[config.mk]
export PLATFORM = sky130hd
export DESIGN_NAME = tcp_timer_pair
export DESIGN_NICKNAME = d
export VERILOG_FILES = /design/src/tcp_pkg.sv /design/src/tcp_counter8.sv /design/src/tcp_timer_pair.sv
export VERILOG_INCLUDE_DIRS = /design/src
export SDC_FILE = /design/constraint.sdc
export NUM_CORES = 1
export LEC_CHECK = 0
export ABC_AREA = 1
export ABC_CLOCK_PERIOD_IN_PS = 3700
export BUFFER_PORTS_ARGS = -buffer_cell sky130_fd_sc_hd__buf_2
export CORE_MARGIN = 2
export CORE_UTILIZATION = 45
export CTS_CLUSTER_SIZE = 8
export DETAILED_ROUTE_END_ITERATION = 16
export GPL_TIMING_DRIVEN = 0
export PLACE_DENSITY = 0.76
export SLEW_MARGIN = 5
export SYNTH_ARGS = -nofsm -noshare
export SYNTH_HDL_FRONTEND = slang
export SYNTH_HIERARCHICAL = 1
export SYNTH_SLANG_ARGS = --single-unit
[constraint.sdc]
create_clock -name CORE_CLK -period 3.7 [get_ports CORE_CLK]
set_input_delay 0.37 -clock CORE_CLK [delete_from_list [all_inputs] [get_ports CORE_CLK]]
set_output_delay 0.37 -clock CORE_CLK [all_outputs]
set_load 0.05 [all_outputs]
[src/tcp_defines.svh]
`ifndef TCP_DEFINES_SVH
`define TCP_DEFINES_SVH

// ----------------------------------------------------------------
// Mode select codes
// ----------------------------------------------------------------
`define TCP_MODE_TIMER8    3'h0
`define TCP_MODE_PDO8      3'h1
`define TCP_MODE_PWM8      3'h2
`define TCP_MODE_RSVD      3'h3
`define TCP_MODE_TIMER16   3'h4
`define TCP_MODE_WARMUP    3'h5
`define TCP_MODE_PWM16     3'h6
`define TCP_MODE_PPG16     3'h7
`define TCP_MODE_CASC_BIT  2

// ----------------------------------------------------------------
// Clock select codes and prescaler taps
// ----------------------------------------------------------------
`define TCP_CK_SLOWEST     3'h0
`define TCP_CK_DIV7        3'h1
`define TCP_CK_DIV5        3'h2
`define TCP_CK_DIV3        3'h3
`define TCP_CK_LF          3'h4
`define TCP_CK_DIV1        3'h5
`define TCP_CK_HF          3'h6
`define TCP_CK_PIN         3'h7
`define TCP_DIV_WIDTH      11
`define TCP_LF_DIV_WIDTH   3
`define TCP_RESET_COUNT    8'h00

`endif

[src/tcp_pkg.sv]
package tcp_pkg;
  typedef logic [2:0] tcp_mode_t;
  typedef logic [2:0] tcp_ck_t;
  typedef logic [7:0] tcp_byte_t;
endpackage

[src/tcp_counter8.sv]
`timescale 1ns/100ps
`include "tcp_defines.svh"

module tcp_counter8
  import tcp_pkg::*;
(
  input  wire logic            clk,
  input  wire logic            nrst,
  input  wire logic            run,
  input  wire logic            tick,
  input  wire logic            cmp_en,
  input  wire tcp_pkg::tcp_byte_t period,
  output tcp_pkg::tcp_byte_t   count,
  output logic                 match,
  output logic                 wrap
);
  import tcp_pkg::*;

  typedef struct packed {
    tcp_byte_t cnt;
  } tcp_c8_s;

  tcp_c8_s st_r;
  tcp_c8_s st_nxt;

  // ----------------------------------------------------------------
  // Count, compare and clear
  // ----------------------------------------------------------------
  // Period read live each tick, no shadow copy
  always_comb begin
    st_nxt = st_r;
    match  = run && tick && cmp_en && (st_r.cnt == period);
    wrap   = run && tick && (st_r.cnt == 8'hFF);
    if (!run) begin
      st_nxt.cnt = `TCP_RESET_COUNT;
    end else if (match) begin
      st_nxt.cnt = `TCP_RESET_COUNT;
    end else if (tick) begin
      st_nxt.cnt = st_r.cnt + 8'h01;
    end
  end

  always_ff @(posedge clk or negedge nrst) begin
    if (!nrst) begin
      st_r <= '0;
    end else begin
      st_r <= st_nxt;
    end
  end

  assign count = st_r.cnt;
endmodule

[src/tcp_timer_pair.sv]
`timescale 1ns/100ps
`include "tcp_defines.svh"

// Operation
// Software keeps upper mode, clock and flip-flop fixed while running.
// Stopping write keeps fields; starting write may program them.
// Upper mode 1xx clocks upper counter from lower overflow.
// Software sets lower mode 011 for any 16-bit operation.
// 16-bit uses lower clock select, upper run and flip-flop.
// Output suppress high blocks every pulse on timer output.
// Normal/idle: only legal taps per mode reach the counter.
// Slow/sleep: only slowest tap, or low clock for PWM. Code takes only the raw high clock for warm-up in slow state.
// Period 1..255 in 8-bit timer, event, divider modes.
// Width 2..254 in 8-bit PWM, 2..65534 in 16-bit.
// 16-bit timer period 1..65535.
// Warm-up period 256..65535.
// PROGRAMMABLE_PULSE width at least 1 and width plus one below period.
// Lower and upper counters cascade as low and high byte.
// 8-bit timer counts, matches period, interrupts, clears, resumes.
// Software holds flip-flop control zero in timer mode.
// Period not buffered; written value compared at once.
// Slowest tap is high/2^11, or low/2^3 by tap select or slow.
// Match interrupt is a single-cycle pulse on the match edge.
module tcp_timer_pair
  import tcp_pkg::*;
(
  input  wire logic               CORE_CLK,
  input  wire logic               NRST,
  input  wire logic               HIGH_FREQ_CLOCK_EN,
  input  wire logic               LOW_FREQ_CLOCK_EN,
  input  wire logic               SLOW_STATE,
  input  wire logic               PRESCALER_TAP_SELECT,
  input  wire tcp_pkg::tcp_mode_t LOWER_MODE_SELECT,
  input  wire tcp_pkg::tcp_ck_t   LOWER_CLOCK_SELECT,
  input  wire logic               LOWER_RUN_CONTROL,
  input  wire tcp_pkg::tcp_byte_t LOWER_PERIOD,
  input  wire tcp_pkg::tcp_mode_t UPPER_MODE_SELECT,
  input  wire tcp_pkg::tcp_ck_t   UPPER_CLOCK_SELECT,
  input  wire logic               UPPER_RUN_CONTROL,
  input  wire logic               UPPER_FLIPFLOP_INIT,
  input  wire tcp_pkg::tcp_byte_t UPPER_PERIOD,
  input  wire logic               OUTPUT_SUPPRESS,
  output tcp_pkg::tcp_byte_t      LOWER_COUNT,
  output tcp_pkg::tcp_byte_t      UPPER_COUNT,
  output logic                    LOWER_MATCH_INTERRUPT,
  output logic                    UPPER_MATCH_INTERRUPT,
  output logic                    TIMER_OUT,
  output logic                    CLOCK_ILLEGAL
);
  import tcp_pkg::*;

  typedef struct packed {
    logic [`TCP_DIV_WIDTH-1:0]    hf_div;
    logic [`TCP_LF_DIV_WIDTH-1:0] lf_div;
    logic                         out_ff;
  } tcp_top_s;

  tcp_top_s st_r;
  tcp_top_s st_nxt;

  logic      slow_tap;
  logic      lower_tick;
  logic      upper_tick;
  logic      lower_ok;
  logic      upper_ok;
  logic      casc;
  logic      lower_run;
  logic      lower_wrap;
  logic      upper_match;
  logic      lower_match;
  logic      lower_cmp;
  logic      upper_cmp;
  logic      casc_match;
  logic      lower_run_eff;
  logic      upper_run_eff;
  tcp_mode_t eff_mode;
  tcp_ck_t   eff_ck;

  // ----------------------------------------------------------------
  // Prescaler
  // ----------------------------------------------------------------
  // Free-running dividers; one tick strobe per full wrap of each stage
  function automatic logic tap(input logic [`TCP_DIV_WIDTH-1:0] d,
                               input int n);
    logic [`TCP_DIV_WIDTH-1:0] mask;
    // Mask instead of a variable-width slice of the divider
    mask = `TCP_DIV_WIDTH'((1 << n) - 1);
    tap = HIGH_FREQ_CLOCK_EN && ((d & mask) == mask);
  endfunction

  // Legal source clock per mode and power state
  function automatic logic ck_legal(input tcp_mode_t m,
                                    input tcp_ck_t c);
    logic pwm;
    pwm = (m == `TCP_MODE_PWM8) || (m == `TCP_MODE_PWM16);
    ck_legal = 1'b0;
    if (m == `TCP_MODE_WARMUP) begin
      // warm-up on raw high in slow state, raw low otherwise
      ck_legal = SLOW_STATE ? (c == `TCP_CK_HF) : (c == `TCP_CK_LF);
    end else if (SLOW_STATE) begin
      // slowest tap only, or low clock for PWM
      ck_legal = (c == `TCP_CK_SLOWEST) || (pwm && c == `TCP_CK_LF);
    end else if (pwm) begin
      // PWM any internal
      ck_legal = (c != `TCP_CK_PIN);
    end else begin
      // four prescaled taps
      // Pin input belongs to the event counter, which is not built
      ck_legal = (c <= `TCP_CK_DIV3);
    end
  endfunction

  function automatic logic ck_tick(input tcp_ck_t c,
                                   input logic [`TCP_DIV_WIDTH-1:0] d);
    unique case (c)
      `TCP_CK_SLOWEST: ck_tick = slow_tap;
      `TCP_CK_DIV7:    ck_tick = tap(d, 7);
      `TCP_CK_DIV5:    ck_tick = tap(d, 5);
      `TCP_CK_DIV3:    ck_tick = tap(d, 3);
      `TCP_CK_LF:      ck_tick = LOW_FREQ_CLOCK_EN;
      `TCP_CK_DIV1:    ck_tick = tap(d, 1);
      `TCP_CK_HF:      ck_tick = HIGH_FREQ_CLOCK_EN;
      `TCP_CK_PIN:     ck_tick = 1'b0;
    endcase
  endfunction

  // ----------------------------------------------------------------
  // Clock routing
  // ----------------------------------------------------------------
  always_comb begin
    // slowest tap source
    slow_tap = (PRESCALER_TAP_SELECT || SLOW_STATE)
             ? (LOW_FREQ_CLOCK_EN && st_r.lf_div == '1)
             : tap(st_r.hf_div, `TCP_DIV_WIDTH);
    casc     = UPPER_MODE_SELECT[`TCP_MODE_CASC_BIT];
    // cascade uses upper run
    lower_run = casc ? UPPER_RUN_CONTROL : LOWER_RUN_CONTROL;
    eff_mode  = casc ? UPPER_MODE_SELECT : LOWER_MODE_SELECT;
    eff_ck    = LOWER_CLOCK_SELECT;
    lower_ok  = ck_legal(eff_mode, eff_ck);
    upper_ok  = ck_legal(UPPER_MODE_SELECT, UPPER_CLOCK_SELECT);
    lower_tick = lower_ok && ck_tick(eff_ck, st_r.hf_div);
    // upper clocked by overflow
    upper_tick = casc ? lower_wrap
               : (upper_ok && ck_tick(UPPER_CLOCK_SELECT, st_r.hf_div));
    // Byte compares only while not cascaded
    lower_cmp = !casc;
    upper_cmp = !casc;
    CLOCK_ILLEGAL = (lower_run && !lower_ok) ||
                    (!casc && UPPER_RUN_CONTROL && !upper_ok);
  end

  // ----------------------------------------------------------------
  // Cascade compare
  // ----------------------------------------------------------------
  // both bytes compared on every lower tick
  // The upper byte only ticks at lower wrap, so its own compare
  // would only ever see a low byte of all ones
  always_comb begin
    casc_match = casc && UPPER_RUN_CONTROL && lower_tick &&
                 (UPPER_COUNT == UPPER_PERIOD) &&
                 (LOWER_COUNT == LOWER_PERIOD);
    // Dropping run for one edge clears both bytes on the match
    lower_run_eff = lower_run && !casc_match;
    upper_run_eff = UPPER_RUN_CONTROL && !casc_match;
  end

  tcp_counter8 u_lower (
    .clk    (CORE_CLK),
    .nrst   (NRST),
    .run    (lower_run_eff),
    .tick   (lower_tick),
    .cmp_en (lower_cmp),
    .period (LOWER_PERIOD),
    .count  (LOWER_COUNT),
    .match  (lower_match),
    .wrap   (lower_wrap)
  );

  // period compared live
  tcp_counter8 u_upper (
    .clk    (CORE_CLK),
    .nrst   (NRST),
    .run    (upper_run_eff),
    .tick   (upper_tick),
    .cmp_en (upper_cmp),
    .period (UPPER_PERIOD),
    .count  (UPPER_COUNT),
    .match  (upper_match),
    .wrap   ()
  );

  // ----------------------------------------------------------------
  // Dividers and output flip-flop
  // ----------------------------------------------------------------
  always_comb begin
    st_nxt = st_r;
    if (HIGH_FREQ_CLOCK_EN) begin
      st_nxt.hf_div = st_r.hf_div + `TCP_DIV_WIDTH'(1);
    end
    if (LOW_FREQ_CLOCK_EN) begin
      st_nxt.lf_div = st_r.lf_div + `TCP_LF_DIV_WIDTH'(1);
    end
    // Initial level loaded while stopped; output toggles in divider mode
    if (!UPPER_RUN_CONTROL) begin
      st_nxt.out_ff = UPPER_FLIPFLOP_INIT;
    end else if (upper_match && UPPER_MODE_SELECT == `TCP_MODE_PDO8) begin
      st_nxt.out_ff = ~st_r.out_ff;
    end
  end

  always_ff @(posedge CORE_CLK or negedge NRST) begin
    if (!NRST) begin
      st_r <= '0;
    end else begin
      st_r <= st_nxt;
    end
  end

  // ----------------------------------------------------------------
  // Interrupts and pin
  // ----------------------------------------------------------------
  // match clears and interrupts
  // one-cycle pulse
  assign LOWER_MATCH_INTERRUPT = lower_match;
  assign UPPER_MATCH_INTERRUPT = upper_match || casc_match;
  // suppress blocks output; pin is inverse of flip-flop
  assign TIMER_OUT = OUTPUT_SUPPRESS ? 1'b1 : ~st_r.out_ff;
endmodule

* After elaboration in Yosys (flattened, before gate mapping) *
Index checks and enable logic that the tools add are counted.
W data, S select, Z words.

storage, ports and cells
  register bits after elaboration = 31
  input port bits = 38
  output and inout bits = 20
  word-level logic and storage cells = 109

cells by class
  $add $sub $neg = 4
  order comparisons = 2
  eq/ne operators = 34
  mux-type cells = 23
  bitwise operators = 1
  reductions and logical operators = 40

operator list
  cell                     number
  $mux W8                  6
  $eq A3 B3 Y1 const B     14
  $logic_and A1 B1 Y1      27
  $eq A3 B2 Y1 const B     6
  $add A8 B1 Y8 const B    2
  $eq A8 B8 Y1             2
  $pmux W1 S8              2
  $mux W1                  14
  $ne A3 B3 Y1 const B     4
  $add A11 B1 Y11 const B  1
  $eq A11 B11 Y1 const B   1
  $eq A3 B1 Y1 const B     3
  $eq A8 B8 Y1 const B     1
  $eq A7 B7 Y1 const B     1
  $logic_or A1 B1 Y1       7
  $le A3 B2 Y1 const B     2
  $logic_not A3 Y1         2
  $eq A5 B5 Y1 const B     1
  $logic_not A1 Y1         4
  $add A3 B1 Y3 const B    1
  $mux W3                  1
  $ne A2 B1 Y1 const B     1
  $not A1 Y1               1

* Longest topological paths before layout *
Gate-level depths: netlist of the first run.

  depth after elaboration = 22
  depth in mapped cells = 27
  mapped depth without buffers = 27

* Modules after synthesis *
Netlist of the first run, hierarchy kept.

by module, submodules not included
  module          times used  cells each  area an instance (sq um)  seq. area each (sq um)
  tcp_timer_pair  1           241         1500.2                    375.4
  tcp_counter8    2           101         684.4                     200.2

* Worst setup path after synthesis of the first run *
No wires, ideal clock.

  path type = reg2out
  from = register st_r[4] (netlist bit)
  to = output port UPPER_MATCH_INTERRUPT
  arrival = 2772 ps
  data required time = 3330 ps
  path slack = 558 ps
  stages on the path, launching flop included = 27
  path buffers = 0
  path through = dfrtp_1 > ha_1 > nand3_1 > inv_1 > ha_1 > nand2_1 > inv_1 > nand2_1 > nand2_1 > nand2_1 > nand3_1 > nand2_1 > inv_1 > nand3_2 > nand2_1 > inv_1 > nand2_1 > nor3_1 > nand2_1 > nand2_1 > nand2_1 > nor2_1 > and2_1 > nand4_1 > nor2_1 > inv_1 > nand2_1

between the ends
  word-level cells in the longest chain between the ends = 17
  elaborated cells between the ends (all ways) = 27
  those cells by class = eq/ne: 4; mux: 4; reduce/logical: 19

ends and longest elaborated chain
  element                             RTL line               text
  start: declaration                  tcp_timer_pair.sv:58   tcp_top_s st_r;
  start signal: assignment            tcp_timer_pair.sv:216  st_r <= st_nxt;
  $eq A11 B11 Y1                      tcp_timer_pair.sv:88   tap = HIGH_FREQ_CLOCK_EN && ((d & mask) == mask);
  $logic_and A1 B1 Y1                 tcp_timer_pair.sv:88
  $mux W1                             tcp_timer_pair.sv:132  slow_tap = (PRESCALER_TAP_SELECT || SLOW_STATE)
  $pmux W1 S8 *                       tcp_timer_pair.sv:115  unique case (c)
  $logic_and A1 B1 Y1 *               tcp_timer_pair.sv:142  lower_tick = lower_ok && ck_tick(eff_ck, st_r.hf_div);
  $logic_and A1 B1 Y1 * (2 in a row)  tcp_timer_pair.sv:160  casc_match = casc && UPPER_RUN_CONTROL && lower_tick &&
  $logic_and A1 B1 Y1 *               tcp_timer_pair.sv:161  (UPPER_COUNT == UPPER_PERIOD) &&
  $logic_not A1 Y1 *                  tcp_timer_pair.sv:164  lower_run_eff = lower_run && !casc_match;
  (+1 left out)                       --
  named net lower_run_eff             tcp_timer_pair.sv:74   logic lower_run_eff;
  $logic_and A1 B1 Y1 * (2 in a row)  tcp_counter8.sv:33     wrap = run && tick && (st_r.cnt == 8'hFF);
  named net lower_wrap                tcp_timer_pair.sv:68   logic lower_wrap;
  $mux W1 *                           tcp_timer_pair.sv:144  upper_tick = casc ? lower_wrap
  named net upper_tick                tcp_timer_pair.sv:63   logic upper_tick;
  $logic_and A1 B1 Y1 *               --
  $logic_and A1 B1 Y1 * (2 in a row)  tcp_counter8.sv:32     match = run && tick && cmp_en && (st_r.cnt == period);
  named net upper_match               tcp_timer_pair.sv:69   logic upper_match;
  $logic_or A1 B1 Y1 *                tcp_timer_pair.sv:226  assign UPPER_MATCH_INTERRUPT = upper_match || casc_match;
  end: declaration                    tcp_timer_pair.sv:46   output logic UPPER_MATCH_INTERRUPT,

Mark *: on every way through the listed nets, which the timed path passes. The rest lies on a longest branch.

* Final worst setup path of the first run *
  from = register st_r[5] (netlist bit)
  to = output port UPPER_MATCH_INTERRUPT

Same word-level chain as after synthesis.

==> metrics, run 1 <==
Ant. Diodes 0; sw power around 360 uW; Slew Limit Fails 0; FF/Latch Area ~780 um^2; clock group share of total power between 30% and 40%; Final nets 558; crit path DAT 3160 ps; die width between 80 and 90 um; Int Power 736 uW; post-route ant nets 0; CP Max Fanout 3; Routed WL between 6000 and 7000 um; fmax 283 MHz; Port Buffers between 50 and 60; CTS tree built; Ports between 50 and 60; synth-to-layout area growth 21.2%; via count between 2000 and 3000; CTS root buf clkbuf_8; Yosys warning count 6; Core Util, Final between 50% and 60%; Critical Path Start st_r[5]$_DFFE_PN0P_; fraction of layout cells with a size suffix above 1 24.3%; PD cells 315 mW/mm^2; Layout fillers between 500 and 600; antenna violations before repair 0; WL/cell 11.7 um; Total GRT Usage 20.6%; leakage roughly 0.0020 uW; Comb pwr share between 20% and 30%; final hold vios 0; Cell Area, Synth about 0.0029 mm^2; first-pass GRT wire length about 12000 um; vias in the first global route around 2800; Syn Area/Cell 6.48 um^2; cells on worst reg2reg path 29; switching share of power 32.6%; clk_lat worst skew between 200 and 300 ps; crit start category flip-flop; Slew @ Worst Pin 736 ps; Longest Clk Path Bufs 2; HP Class input pin to asynchronous set/reset pin; worst-case vdd ir drop 0.147 mV; Critical Path Sink Type output pin; DRC violations left 0; crit path kind flip-flop to output pin; cts bufs inserted 5; Final HPWL DP 5310 um; clk sinks 31; DR pass1 iterations 4; Post-Route Skew between 5 and 6 ps; largest net degree at the start of global routing 32; Reg power frac 40.5%; multi-input combinational cell area 0.00180 mm^2; post-DR vias/cell roughly 4.9; clock slew at reported path FFs roughly 70 ps; number of setup violations in the final report 0; Rel. slew slack about half; dpl cells about 580; Post-Syn Instances approximately 440; Die ar. 0.00702 mm^2; Tmin final 3530 ps; Core ar. approximately 0.0062 mm^2; Vert. Die Dim ~84 um; reg2reg start st_r[5]$_DFFE_PN0P_; DR iter-0 viols between 100 and 150; Placer Congestion ~0.87; starting density of the core around 46%; gr ovfl total 0; Rows 29; worst path required time roughly 3300 ps; final std cells w/o fill between 500 and 600; # hold bufs at CTS 0; H-tree depth 2; Final Cycle Share 95.5%; Max-cap violations 0; status completed; Post-Syn Nets between 400 and 500
[cell usage in the layout, fill, tap and decap left out, types with 7 or more instances in the layout]
master and n:
nor2_1 46, buf_4 9, dfrtp_1 31, nand2_2 7, inv_1 64, o21ai_0 8
nand4_1 8, nand3_2 8, nand3_1 36, nand2_1 138, xnor2_1 17, nor2_2 9
buf_2 56, xor2_1 17
[stage by stage]
step                      total power, uW  worst slack [ps]  instance area (um^2)  setup TNS, ps  hold WS, ps
after global routing                 1160             -29.6                  3470          -29.6          203
after global placement                707              37.1                  3250              0          461
after floorplan                       631               575                  2860              0         74.4
final                                1090               165                  3470              0          141
after CTS                            1090              47.3                  3400              0          166
after detailed placement              722              17.1                  3250              0          467
[area by class of cell]
type	count	area share, %
Buffer	3	0.757
Timing Repair Buffer	64	10.0
Clock buffer	6	2.38
Sequential cell	31	22.4
Tap cell	77	2.78
Multi-Input combinational cell	334	51.9
Inverter	74	8.80
Clock inverter	2	1.01
[worst paths after layout]
path / endpoint / slack, ps
min reg2reg: st_r[14]$_DFFE_PN0P_ / 470
min: st_r[2]$_DFFE_PN0P_ / 140
min in group CORE_CLK: st_r[0]$_DFFE_PN0P_ / 320
max: UPPER_MATCH_INTERRUPT / 170
max reg2reg: st_r[0]$_DFFE_PN0P_ / 270
max in group asynchronous: u_lower/count[7]$_DFFE_PN0P_ / 3080
[flip-flops by register name (all words and copies together) (netlist names)]
register / count
st_r: 15
u_lower/count: 8
u_upper/count: 8
[power groups by stage]
stage	registers [uW]	logic, uW	clock network (uW)
floorplan	441	190	0
global placement	444	263	0
detailed placement	446	276	0
CTS	442	279	364
global route	448	330	378
finish	443	294	355
[worst max-delay path: stages (launching register included)]
cell and delay, ps:
dfrtp_1 400, ha_2 210, nand3_2 80, inv_1 50, ha_1 170, nand2_1 70, inv_1 60, nand2_1 60
nand2_1 40, nand2_1 60, nand3_2 80, nand2_2 80, inv_1 50, nand3_2 70, nand2_1 60, inv_2 60
nand2_2 60, nor3_2 180, nand2_1 90, nand2_2 100, nand2_4 70, nor2_4 70, and2_1 130, nand4_1 120
nor2_2 170, inv_1 70, nand2_2 80, buf_8 140
[repair_timing]
item                                    in CTS  in global routing
pin swaps                                    2                  9
endpoints found under the setup margin       1                  2
gates resized for setup                      7                 10
gates cloned                                 0                  0
buffers inserted                             2                  5
[layer usage]
metal  vias to the layer above  global-route usage, %  part of all wire [%]
met1                      1319                   25.2                    44
li1                       1500                      -                     -
met4                         0                   6.30                   1.4
met3                         7                   4.35                   4.9
met2                        65                   36.2                    50
met5                         -                      0                     0
No activity file was read; power rests on OpenSTA's default activity.
==> run 2: changes to the inputs <==
--- a/config.mk
+++ b/config.mk
@@ -6,15 +6,13 @@
 export SDC_FILE = /design/constraint.sdc
 export NUM_CORES = 1
 export LEC_CHECK = 0
-export ABC_AREA = 1
-export ABC_CLOCK_PERIOD_IN_PS = 3700
 export BUFFER_PORTS_ARGS = -buffer_cell sky130_fd_sc_hd__buf_2
 export CORE_MARGIN = 2
 export CORE_UTILIZATION = 45
 export CTS_CLUSTER_SIZE = 8
 export DETAILED_ROUTE_END_ITERATION = 16
 export GPL_TIMING_DRIVEN = 0
-export PLACE_DENSITY = 0.76
+export PLACE_DENSITY = 0.78
 export SLEW_MARGIN = 5
 export SYNTH_ARGS = -nofsm -noshare
 export SYNTH_HDL_FRONTEND = slang
==> run 2 against run 1 <==
The run now ends with negative setup slack left. Global-route usage rose by 0.36 points. Critical path depth shrank 9. Register-to-register slack worse by 100 ps. Final cell count shrank 30%. First-iteration DRC count increased by 84%. Hold slack worse by 2.9 ps. Non-clock buffer count rose by 12. Core utilization up 5.9 points. Worst setup slack worse by 200 ps. Clock power shrank 15%. Critical endpoint unchanged. Largest cell class unchanged.
==> metrics, run 2 <==
most frequent cells in the layout buf_2, xnor2_1, dfrtp_1, nor2_1; worst path required time 3330 ps (about the same); via count 2305 (-20%); RSZ-0062 raised after global routing true; Final nets 390 (-30%); clock slew at reported path FFs 70 ps (about the same); Port Buffers 53 (-7.0%); Longest Clk Path Bufs 2 (unchanged); setup TNS -36.1 ps (-36.1 ps); fmax 268 MHz (-5.4%); HP Class input pin to asynchronous set/reset pin; Slew @ Worst Pin 808 ps (+71.5 ps); crit path kind flip-flop to output pin; Final HPWL DP 4340 um (-18%); Critical Path Sink Type output pin; CTS root buf clkbuf_8; gr ovfl total 0 (unchanged); Slew Limit Fails 0 (unchanged); starting density of the core 47.0% (+1.1 points); clk sinks 31 (unchanged); leakage 0.00143 uW (-28%); worst-case vdd ir drop 0.185 mV (+26%); final hold vios 0 (unchanged); PD cells 356 mW/mm^2 (+13%); synth-to-layout area growth 30.9%; crit path DAT 3370 ps (+210 ps); Max-cap violations 0 (unchanged); Post-Syn Nets 313 (-36%); number of setup violations in the final report 1 (+1); reg2reg start st_r[4]$_DFFE_PN0P_; clk_lat worst skew 290 ps (about the same); WL/cell 15.2 um (+29%); Fin Hold WS 138 ps (-2.93 ps); Routed WL 6310 um (-8.9%); Rel. slew slack 45.4% (-5.5 points); fraction of layout cells with a size suffix above 1 35.3% (+11 points); CTS tree built; crit start category flip-flop; Placer Congestion 0.855 (-2.0%); CP Max Fanout 3 (unchanged); Final Cycle Share 101% (+5.4 points); first-pass GRT wire length 10100 um (-15%); Post-Route Skew 9.27 ps (+3.82 ps); DRC violations left 0 (unchanged); Cell Area, Synth 0.00243 mm^2 (-15%); most common cell after layout, fill and taps aside buf_2; worst setup margin -36.1 ps (-202 ps); Ant. Diodes 0 (unchanged); Ports 58 (unchanged); number of flip-flops in the largest register 15 (unchanged); largest net degree at the start of global routing 32 (unchanged); Yosys warning count 6 (unchanged); cts bufs inserted 5 (unchanged); DR iter-0 viols 224 (+84%); Syn Area/Cell 9.08 um^2 (+40%); Vert. Die Dim 77.5 um (-7.5%); Critical Path Start st_r[4]$_DFFE_PN0P_; Core ar. 0.00517 mm^2 (-17%); Rows 26 (-10%); # hold bufs at CTS 0 (unchanged); status finished with violations; DR pass1 iterations 4 (unchanged); H-tree depth 2 (unchanged); Total GRT Usage 21.0% (+0.36 points); vias in the first global route 2142 (-22%); Tmin final 3740 ps (+202 ps); antenna violations before repair 0 (unchanged); die width 77.5 um (-7.5%); Biggest register st_r; cells on worst reg2reg path 19 (-34%); post-DR vias/cell 5.54 (+13%); Post-Syn Instances 268 (-39%); post-route ant nets 0 (unchanged); Die ar. 0.00601 mm^2 (-14%); violated checks negative setup slack
-- run 2: metrics by stage --
stage | power [uW] | utilization [%] | worst slack, ps | instances | area, um^2
floorplan | 650 | - | 51.9 | 268 | 2440
global placement | 727 | 54.0 | -531 | 391 | 2790
detailed placement | 739 | 54.0 | -525 | 391 | 2790
CTS | 1120 | 60.3 | -91.1 | 412 | 3120
global route | 1200 | 61.5 | -193 | 416 | 3180
finish | 1130 | 61.5 | -36.1 | 416 | 3180
-- run 2: what timing repair did --
item | in CTS | in global routing
setup endpoints to repair | 11 | 7
cloned | 0 | 0
pin swaps | 12 | 8
resized for setup | 24 | 8
buffers inserted | 13 | 5
-- run 2: report_power, final --
group          switching, uW  internal (uW)  leakage, uW
combinational            184            186     0.000969
sequential              65.1            397     0.000410
clock                    131            170    0.0000515
total                    380            753      0.00143
-- run 2: routing by layer --
layer,GRT usage (%),vias up,routed length (um)
met4,7.14,0,112
met3,3.60,12,265
met1,28.6,1106,2910
met2,33.7,65,3020
met5,0,-,0
li1,-,1122,-
-- run 2: worst paths after layout --
path                                                end  slack, ps
max in group asynchronous           st_r[4]$_DFFE_PN0P_       3060
setup reg to reg           u_upper/count[3]$_DFFE_PN0P_        170
hold / removal                      st_r[5]$_DFFE_PN0P_        140
min in group CORE_CLK               st_r[0]$_DFFE_PN0P_        330
setup / recovery                  UPPER_MATCH_INTERRUPT        -40
hold reg to reg                    st_r[14]$_DFFE_PN0P_        480
-- run 2: final cells by class --
| class | count | area [um^2] |
|---|---|---|
| Buffer | 8 | 50.0 |
| Tap cell | 70 | 87.6 |
| Sequential cell | 31 | 777 |
| Timing Repair Buffer | 71 | 420 |
| Multi-Input combinational cell | 218 | 1710 |
| Inverter | 10 | 40.0 |
| Clock buffer | 8 | 100 |
| Fill cell | 428 | 1990 |
-- run 2: critical path: stages, from the launching register on --
cell,delay (ps)
dfrtp_2,400
ha_4,160
nand3_4,120
inv_4,100
ha_4,120
mux2i_1,60
o2bb2ai_1,190
a211oi_2,90
a221oi_4,270
buf_6,160
nand3_4,70
nor2_4,100
and4_1,210
a32o_2,150
and3_4,180
nand4_1,140
nor4_2,230
a21o_2,170
buf_8,150
